File: config.mk
export PLATFORM = sky130hd
export DESIGN_NAME = scps_top
export DESIGN_NICKNAME = d
export VERILOG_FILES = /design/src/design/scps_pkg.sv /design/src/design/scps_tick_gen.sv /design/src/design/scps_top.sv
export SDC_FILE = /design/constraint.sdc
export NUM_CORES = 1
export LEC_CHECK = 0
export CORE_ASPECT_RATIO = 0.5
export CORE_MARGIN = 2
export CORE_UTILIZATION = 45
export DETAILED_ROUTE_END_ITERATION = 10
export DONT_BUFFER_PORTS = 1
export GPL_TIMING_DRIVEN = 0
export MAX_ROUTING_LAYER = met4
export SETUP_SLACK_MARGIN = 0.02
export SKIP_CTS_REPAIR_TIMING = 1
export SYNTH_ARGS = -nofsm -noshare
export SYNTH_HDL_FRONTEND = slang
export SYNTH_SLANG_ARGS = --single-unit
File: constraint.sdc
create_clock -name clk_sys_in -period 4.6 [get_ports clk_sys_in]
set_clock_uncertainty 0.1 [all_clocks]
set_input_delay 0.92 -clock clk_sys_in [delete_from_list [all_inputs] [get_ports clk_sys_in]]
set_output_delay 0.92 -clock clk_sys_in [all_outputs]
set_load 0.01 [all_outputs]
File: src/design/scps_pkg.sv
package scps_pkg;

  // Register map and reset value
  localparam logic [15:0] SCPS_SEL_ADDR       = 16'hFF43;
  localparam logic [7:0]  SCPS_SEL_RESET      = 8'h88;
  localparam int          SCPS_CH0_LSB        = 0;
  localparam int          SCPS_CH1_LSB        = 4;
  localparam logic [3:0]  SCPS_CODE_MIN       = 4'h6;
  localparam logic [3:0]  SCPS_CODE_MAX       = 4'hD;
  localparam logic [3:0]  SCPS_BUS_EXP_OFFSET = 4'h1;
  localparam logic [3:0]  SCPS_SIO_EXP_OFFSET = 4'h5;
  localparam int          SCPS_CNT_W          = 14;
  localparam logic [13:0] SCPS_CNT_RESET      = 14'h0000;
  localparam logic [1:0]  SCPS_SRC_INTERNAL   = 2'h3;

  typedef enum logic [1:0]
  {
    SCPS_MODE_SIO3 = 2'b00,
    SCPS_MODE_SIO2 = 2'b01,
    SCPS_MODE_BUS  = 2'b10
  } scps_mode_t;

  typedef struct packed
  {
    logic        wr_en;
    logic [15:0] addr;
    logic [7:0]  wdata;
  } scps_wr_t;

  typedef struct packed
  {
    logic ch0_tick;
    logic ch0_valid;
    logic ch1_tick;
    logic ch1_valid;
  } scps_clk_t;

endpackage

File: src/design/scps_tick_gen.sv
`timescale 1ns/100ps
// One divider channel: strobe every 2**exp input ticks
module scps_tick_gen
  import scps_pkg::*;
(
  input  wire logic                  clk_sys_in,
  input  wire logic                  sys_rst_in,
  input  wire logic                  src_tick_in,
  input  wire logic [3:0]            exp_in,
  input  wire logic                  restart_in,
  output logic                       tick_out
);

  logic [SCPS_CNT_W-1:0] cnt_ff;
  logic                  tick_ff;
  logic [SCPS_CNT_W-1:0] mask;

  assign mask = SCPS_CNT_W'((15'h0001 << exp_in) - 15'h0001);

  always_ff @(posedge clk_sys_in)
  begin
    if (sys_rst_in || restart_in)
      cnt_ff <= SCPS_CNT_RESET;
    else if (src_tick_in)
      cnt_ff <= (cnt_ff + 14'h0001) & mask;
  end

  always_ff @(posedge clk_sys_in)
  begin
    if (sys_rst_in || restart_in)
      tick_ff <= 1'b0;
    else
      tick_ff <= src_tick_in && ((cnt_ff & mask) == mask);
  end

  assign tick_out = tick_ff;

endmodule // scps_tick_gen

File: src/design/scps_top.sv
`timescale 1ns/100ps
// Functional notes
// - Reset loads the select register with 0x88.
// - Channel 0 bus mode codes 6..13 divide the main clock by 2**(n-1), others prohibited.
// - Channel 0 shift mode codes 6..13 divide the main clock by 2**(n-5).
// - Channel 1 codes 6..13 divide the main clock by 2**(n-5), others prohibited.
// - Divider input is the oscillator when the mode bit is 1, half of it when 0.
// - Channel 0 uses this clock only when both its clock-source bits are 1.
module scps_top
  import scps_pkg::*;
(
  input  wire logic        clk_sys_in,
  input  wire logic        sys_rst_in,
  input  wire logic        wr_en_in,
  input  wire logic [15:0] addr_in,
  input  wire logic [7:0]  wdata_in,
  input  wire logic        main_clk_full_rate_in,
  input  wire logic [1:0]  ch0_mode_sel_in,
  input  wire logic        ch0_clk_src_b1_in,
  input  wire logic        ch0_clk_src_b0_in,
  output logic      [7:0]  rdata_out,
  output logic             ch0_tick_out,
  output logic             ch0_valid_out,
  output logic             ch1_tick_out,
  output logic             ch1_valid_out
);

  scps_wr_t   wr;
  scps_clk_t  clk_o;
  scps_mode_t mode;
  logic [7:0] serial_clock_prescale_select_ff;
  logic [7:0] nxt_serial_clock_prescale_select;
  logic       half_ff;
  logic       src_tick;
  logic       sel_write;
  logic [3:0] ch0_code;
  logic [3:0] ch1_code;
  logic [3:0] ch0_exp;
  logic [3:0] ch1_exp;
  logic       ch0_code_ok;
  logic       ch1_code_ok;
  logic       ch0_internal;
  logic       ch0_tick_raw;
  logic       ch1_tick_raw;
  logic       ch0_tick_ff;
  logic       ch1_tick_ff;
  logic       ch0_valid_ff;
  logic       ch1_valid_ff;
  scps_mode_t mode_ff;
  logic       full_rate_ff;
  logic       rate_chg;
  logic       ch0_restart;
  logic       ch1_restart;
  logic       nxt_ch0_tick;
  logic       nxt_ch0_valid;
  logic       nxt_ch1_tick;
  logic       nxt_ch1_valid;

  // Code legal when in range, 0110 barred at full rate
  function automatic logic code_ok(input logic [3:0] code, input logic full_rate);
    code_ok = (code >= SCPS_CODE_MIN) && (code <= SCPS_CODE_MAX)
              && !(full_rate && (code == SCPS_CODE_MIN));
  endfunction

  // Exponent relative to the divider input tick
  function automatic logic [3:0] code_exp(input logic [3:0] code, input logic [3:0] offs);
    code_exp = code - offs;
  endfunction

  assign wr.wr_en = wr_en_in;
  assign wr.addr  = addr_in;
  assign wr.wdata = wdata_in;
  assign mode     = scps_mode_t'(ch0_mode_sel_in);

  assign sel_write = wr.wr_en && (wr.addr == SCPS_SEL_ADDR);

  // Whole-byte load, no per-bit update path
  always_comb
  begin
    if (sel_write)
      nxt_serial_clock_prescale_select = wr.wdata;
    else
      nxt_serial_clock_prescale_select = serial_clock_prescale_select_ff;
  end

  always_ff @(posedge clk_sys_in)
  begin
    if (sys_rst_in)
      serial_clock_prescale_select_ff <= SCPS_SEL_RESET;
    else
      serial_clock_prescale_select_ff <= nxt_serial_clock_prescale_select;
  end

  // Half-rate prescale of the oscillator
  always_ff @(posedge clk_sys_in)
  begin
    if (sys_rst_in)
      half_ff <= 1'b0;
    else
      half_ff <= !half_ff;
  end

  // Mode change restarts divider 0 only, rate change restarts both dividers, no mixed-length period
  always_ff @(posedge clk_sys_in)
  begin
    if (sys_rst_in)
      mode_ff <= SCPS_MODE_SIO3;
    else
      mode_ff <= mode;
  end

  always_ff @(posedge clk_sys_in)
  begin
    if (sys_rst_in)
      full_rate_ff <= 1'b0;
    else
      full_rate_ff <= main_clk_full_rate_in;
  end

  assign src_tick = main_clk_full_rate_in ? 1'b1 : half_ff;

  assign ch0_code = serial_clock_prescale_select_ff[SCPS_CH0_LSB +: 4];
  assign ch1_code = serial_clock_prescale_select_ff[SCPS_CH1_LSB +: 4];

  always_comb
  begin
    case (mode)
      SCPS_MODE_BUS:  ch0_exp = code_exp(ch0_code, SCPS_BUS_EXP_OFFSET);
      SCPS_MODE_SIO2: ch0_exp = code_exp(ch0_code, SCPS_SIO_EXP_OFFSET);
      SCPS_MODE_SIO3: ch0_exp = code_exp(ch0_code, SCPS_SIO_EXP_OFFSET);
      default:        ch0_exp = code_exp(ch0_code, SCPS_SIO_EXP_OFFSET);
    endcase
  end

  assign ch1_exp = code_exp(ch1_code, SCPS_SIO_EXP_OFFSET);

  assign ch0_code_ok  = code_ok(ch0_code, main_clk_full_rate_in);
  assign ch1_code_ok  = code_ok(ch1_code, main_clk_full_rate_in);
  assign ch0_internal = ({ch0_clk_src_b1_in, ch0_clk_src_b0_in} == SCPS_SRC_INTERNAL);

  // Select-register write restarts both dividers
  assign rate_chg    = (main_clk_full_rate_in != full_rate_ff);
  assign ch0_restart = sel_write || rate_chg || (mode != mode_ff);
  assign ch1_restart = sel_write || rate_chg;

  scps_tick_gen u_ch0_div
  (
    .clk_sys_in  (clk_sys_in),
    .sys_rst_in  (sys_rst_in),
    .src_tick_in (src_tick),
    .exp_in      (ch0_exp),
    .restart_in  (ch0_restart),
    .tick_out    (ch0_tick_raw)
  );

  scps_tick_gen u_ch1_div
  (
    .clk_sys_in  (clk_sys_in),
    .sys_rst_in  (sys_rst_in),
    .src_tick_in (src_tick),
    .exp_in      (ch1_exp),
    .restart_in  (ch1_restart),
    .tick_out    (ch1_tick_raw)
  );

  // Strobe only with a legal code
  always_comb
  begin
    nxt_ch0_valid = ch0_code_ok && ch0_internal;
    nxt_ch0_tick  = ch0_tick_raw && nxt_ch0_valid;
  end

  always_comb
  begin
    nxt_ch1_valid = ch1_code_ok;
    nxt_ch1_tick  = ch1_tick_raw && nxt_ch1_valid;
  end

  always_ff @(posedge clk_sys_in)
  begin
    if (sys_rst_in)
      ch0_tick_ff <= 1'b0;
    else
      ch0_tick_ff <= nxt_ch0_tick;
  end

  always_ff @(posedge clk_sys_in)
  begin
    if (sys_rst_in)
      ch0_valid_ff <= 1'b0;
    else
      ch0_valid_ff <= nxt_ch0_valid;
  end

  always_ff @(posedge clk_sys_in)
  begin
    if (sys_rst_in)
      ch1_tick_ff <= 1'b0;
    else
      ch1_tick_ff <= nxt_ch1_tick;
  end

  always_ff @(posedge clk_sys_in)
  begin
    if (sys_rst_in)
      ch1_valid_ff <= 1'b0;
    else
      ch1_valid_ff <= nxt_ch1_valid;
  end

  // Output bundle
  assign clk_o.ch0_tick  = ch0_tick_ff;
  assign clk_o.ch0_valid = ch0_valid_ff;
  assign clk_o.ch1_tick  = ch1_tick_ff;
  assign clk_o.ch1_valid = ch1_valid_ff;

  assign rdata_out     = serial_clock_prescale_select_ff;
  assign ch0_tick_out  = clk_o.ch0_tick;
  assign ch0_valid_out = clk_o.ch0_valid;
  assign ch1_tick_out  = clk_o.ch1_tick;
  assign ch1_valid_out = clk_o.ch1_valid;

endmodule // scps_top

======== Word-level counts from Yosys, hierarchy flattened ========
Index checks and enable logic that the tools add are counted.
storage, ports and cells
  logic and storage cells ................. 59
  output and inout bits ................... 12
  register bits ........................... 46
  input bits .............................. 32
cells by class
  add/sub/neg operators ................... 7
  shift-type cells ........................ 2
  muxes and demuxes ....................... 2
  eq/ne operators ......................... 9
  magnitude comparators ................... 4
  bitwise gates (word level) .............. 4
  reductions and logical operators ........ 19
operator list
  operator                                                count
  AND 14 bit                                              4
  adder 14 x 1 -> 14 bit (second input constant)          2
  equality test 14 bit                                    2
  << shifter 1 x 4 -> 14 bit (first input constant)       2
  subtractor 14 x 1 -> 14 bit (second input constant)     2
  equality test 16 bit (second input constant)            1
  logical AND 1 bit                                       12
  equality test 4 x 3 -> 1 bit (second input constant)    2
  >= comparator 4 x 3 -> 1 bit (second input constant)    2
  less-or-equal comparator 4 bit (second input constant)  2
  subtractor 4 x 3 -> 4 bit (second input constant)       2
  equality test 2 bit (second input constant)             2
  logical OR 1 bit                                        4
  2-to-1 mux 4 bit                                        1
  subtractor 4 x 1 -> 4 bit (second input constant)       1
  logical NOT 1 bit                                       3
  inequality test 2 bit                                   1
  2-to-1 mux 1 bit                                        1
  inequality test 1 bit                                   1

======== Longest topological paths before layout ========
  depth after elaboration ................. 7
  mapped depth ............................ 13
  gate-level depth less buffers ........... 12

======== By module ========
A second synthesis with hierarchy kept.
second synthesis, totals
  cells, all modules ...................... 353
  area, all modules ....................... 2939.1 µm²
by module, submodules not included
  module                      area each (µm²)  cells an instance  sequential area each (µm²)  times used
  scps_tick_gen at u_ch0_div  1037.2           131                300.3                       1
  scps_tick_gen at u_ch1_div  1019.7           128                300.3                       1
  scps_top                    882.1            94                 320.3                       1

======== Least setup slack after synthesis ========
OpenSTA, ideal clock, no wires.
  path kind ............................... input to register
  start point ............................. input ch0_mode_sel_in[1]
  end point ............................... register u_ch0_div.tick_ff, in the netlist u_ch0_div.tick_out
  library setup time ...................... 0.103 ns
  path slack .............................. 1.365 ns
  data arrival time ....................... 3.032 ns
  stages .................................. 11
  data required time ...................... 4.397 ns
  path through ............................ nor2b_1 ha_1 nand2b_2 nor2_1 inv_1 ha_1 buf_2 xnor2_2 nor2_1 or4_4 a2111oi_2
between the ends
  longest elaborated chain between the ends .. 7
ends and longest elaborated chain
  what                         line                 source
  from (decl)                  scps_top.sv:18       input wire logic [1:0] ch0_mode_sel_in,
  equality test 2 bit          scps_top.sv:127      case (mode)
  2-to-1 mux 4 bit             -
  << shifter 1 x 4 -> 14 bit   scps_tick_gen.sv:18  assign mask = SCPS_CNT_W'((15'h0001 << exp_in) - 15'h0001);
  subtractor 14 x 1 -> 14 bit  scps_tick_gen.sv:18
  AND 14 bit                   scps_tick_gen.sv:33  tick_ff <= src_tick_in && ((cnt_ff & mask) == mask);
  equality test 14 bit         scps_tick_gen.sv:33
  logical AND 1 bit            scps_tick_gen.sv:33
  to (signal assigned)         scps_tick_gen.sv:33
  to (decl)                    scps_tick_gen.sv:15  logic tick_ff;
Several ways; a longest one is shown, not always the timed one.
A chain may end at the register's enable or synchronous reset.

======== Worst setup path after layout ========
Ends and elaborated chain as after synthesis.

==> summary.txt <==
Run status
  – Status: finished clean

Logic synthesis
  – Most common cell in the netlist: nor2_1
  – Synthesized area per cell: 7.59 um2
  – Post-synth cell types: 57
  – Cells after Synth: 400
  – Synth top area share: 0.304
  – Post-Syn Nets: 437
  – #FFs+latches synth: 46
  – Ranking of synthesized cells by area: dfxtp_1, nor2_1, xor2_1
  – Main synth FF type: dfxtp_1
  – Top cells by count, synth: nor2_1, dfxtp_1, nand2_1
  – Synth area leader: dfxtp_1
  – Async S/R FF share, synth: 0
  – Sequential cell area fraction in the yosys report: 0.304
  – Synth warnings: 0
  – Synth Cell Area: 3030 um2
  – EDFF count, synth: 0

GRT
  – Global-route wire length before repair: 13.6 mm
  – Initial antenna violation count: 0
  – Largest net degree at the start of global routing: 14
  – Vias in the first global route: 2690
  – Total congestion overflow: 0
  – Total track usage: 0.244

Timing
  – Final min period: 3.35 ns
  – Final count of hold timing violations: 0
  – Setup_tns: 0 ns
  – RSZ-0062 raised after global routing: no
  – Worst-margin pin slew: 0.690 ns
  – Setup violators final: 0
  – Max Slew Vio Count: 0
  – Final period utilization: 0.729
  – Highest clock rate: 298 MHz
  – Slew HR: 0.538

CTS
  – Clock sink total: 46
  – H-tree levels: 2
  – Clk root buf: clkbuf_16
  – CTS buffer count: 5
  – Bufs on Longest Clock Path: 2
  – TritonCTS clock tree: done
  – Clock Latency Late Sink: 0.30 ns
  – Clk pin slew, worst setup/hold paths: 0.07 ns

Drt
  – Uppermost layer routed: met4
  – Vias: 2987
  – Antenna-violating nets left: 0
  – Routed vias/inst: 5.97
  – Drt pass-1 iters: 5
  – Met2 WL: 3.84 mm
  – Met3 wire len: 548 um
  – WL final: 8.31 mm
  – Routed met1 length: 3.80 mm
  – WL/cell: 16.6 um
  – DR iter-0 viols: 204
  – # DRC: 0

Floorplan
  – Core footprint: 6600 um2
  – Die Ht: 62.1 um
  – Die area: 7460 um2
  – Initial Utilization: 0.460
  – IO Pins: 44
  – Chip width: 120 um
  – Num rows: 21

Flow run
  – Max Cap Viol: 0

Cells and area
  – Share of layout cells above drive strength 1: 0.0760
  – Layout Area Growth over Synthesis: 8.66%
  – N_diodes: 0
  – Nets: 444
  – Final std cells w/o fill: 500

Power
  – Leakage: 1.17 nW
  – Max IR drop VDD: 0.122 mV
  – Pwr Density: 252 nW/um2
  – Final Power: 0.831 mW

Place
  – Dpl hpwl: 6.21 mm
  – GPL Wtd Cong: 0.968
  – Input/output buffers: 0
  – Cells after DPL: 492

Setup path
  – Crit Path Max Fanout: 10
  – R2r setup slk: 1.59 ns
  – Req. time, crit path: 4.68 ns
  – CP arrival: 3.43 ns
  – Startpoint Class: input port
  – CP endpoint kind: register
  – Worst setup path class: in2reg

Worst hold path
  – Worst hold path class: reg2reg
[stage by stage]
stage | utilization | setup slack (ns) | area (um2) | hold WS, ns
after detailed placement | 0.478 | 1.01 | 3150 | 0.317
after global routing | 0.500 | 1.06 | 3300 | 0.350
after floorplan | - | 1.36 | 3030 | 0.306
final | 0.500 | 1.25 | 3300 | 0.328
after global placement | 0.478 | 0.998 | 3150 | 0.313
after CTS | 0.500 | 1.30 | 3300 | 0.332
[cells by family (layout without fill, tap and decap cells)]
family | count (synthesis) | after routing | share of synthesized area
AND/OR/NAND/NOR | 186 | 186 | 0.312
AO/OA/AOI/OAI | 88 | 88 | 0.191
flip-flops | 46 | 46 | 0.304
buffers and inverters | 40 | 48 | 0.0606
XOR/XNOR | 28 | 28 | 0.0895
multiplexers | 7 | 7 | 0.0231
adder cells (fa/ha/maj) | 5 | 5 | 0.0206
[placed cells by master (no fill, tap or decap), types with 5 or more instances in the layout]
cell type	netlist	layout
dfxtp_1	46	46
inv_1	15	15
ha_1	5	5
nand2b_1	7	7
nor3_1	19	19
nand2_1	30	30
o22ai_1	5	5
clkbuf_16	0	5
buf_2	12	12
xor2_1	17	17
nor2b_1	14	14
o21ai_0	25	25
xnor2_1	9	9
nand4_1	13	13
clkbuf_1	9	10
nor2_1	49	49
mux2i_1	7	7
nand3_1	21	21
a21oi_1	23	23
nor4_1	5	5
[critical path, stage by stage]
cell       delay, ns
nor2b_1         0.11
ha_1            0.39
nand2b_2        0.11
nor2_1          0.19
inv_1           0.08
ha_1            0.23
buf_2           0.22
nand2_1         0.10
o21ai_0         0.15
and3b_1         0.21
nor3_1          0.19
nand4_1         0.14
a2111oi_2       0.41
[state kept, by name, indices dropped and copies added, names as in the netlist]
| register | cells |
|---|---|
| u_ch0_div.tick_out | 1 |
| ch1_tick_out | 1 |
| u_ch0_div.cnt_ff | 14 |
| rdata_out | 8 |
| ch1_valid_out | 1 |
| u_ch1_div.tick_out | 1 |
| ch0_tick_out | 1 |
| half_ff | 1 |
| ch0_valid_out | 1 |
| full_rate_ff | 1 |
| mode_ff | 2 |
| u_ch1_div.cnt_ff | 14 |
[where the power goes]
part | internal (mW) | switching (mW)
clock | 0.216 | 0.157
sequential | 0.402 | 0.00322
combinational | 0.0178 | 0.0348
total | 0.636 | 0.195
[final cells by class]
type	instances	area, um2
plain buffers	25	128
clock buffers	7	143
clock inverters	1	5.00
fillers	670	3300
inverters	15	56.3
multi-input cells	314	1930
flip-flops and latches	46	921
well taps	92	115
[final timing paths]
kind                            from                 end  depth (start not counted)
setup / recovery  ch0_mode_sel_in[1]  u_ch0_div.tick_out                         13
hold / removal    u_ch0_div.tick_out        ch0_tick_out                          1
setup reg to reg        rdata_out[2]  u_ch0_div.tick_out                         12
hold reg to reg   u_ch0_div.tick_out        ch0_tick_out                          1
[metal layers]
layer / track usage / vias up
met5: - / -
met3: 0.0538 / 13
met2: 0.382 / 106
met4: 0.0756 / 0
li1: - / 1440
met1: 0.320 / 1428
(Power assumes the default switching activity.)
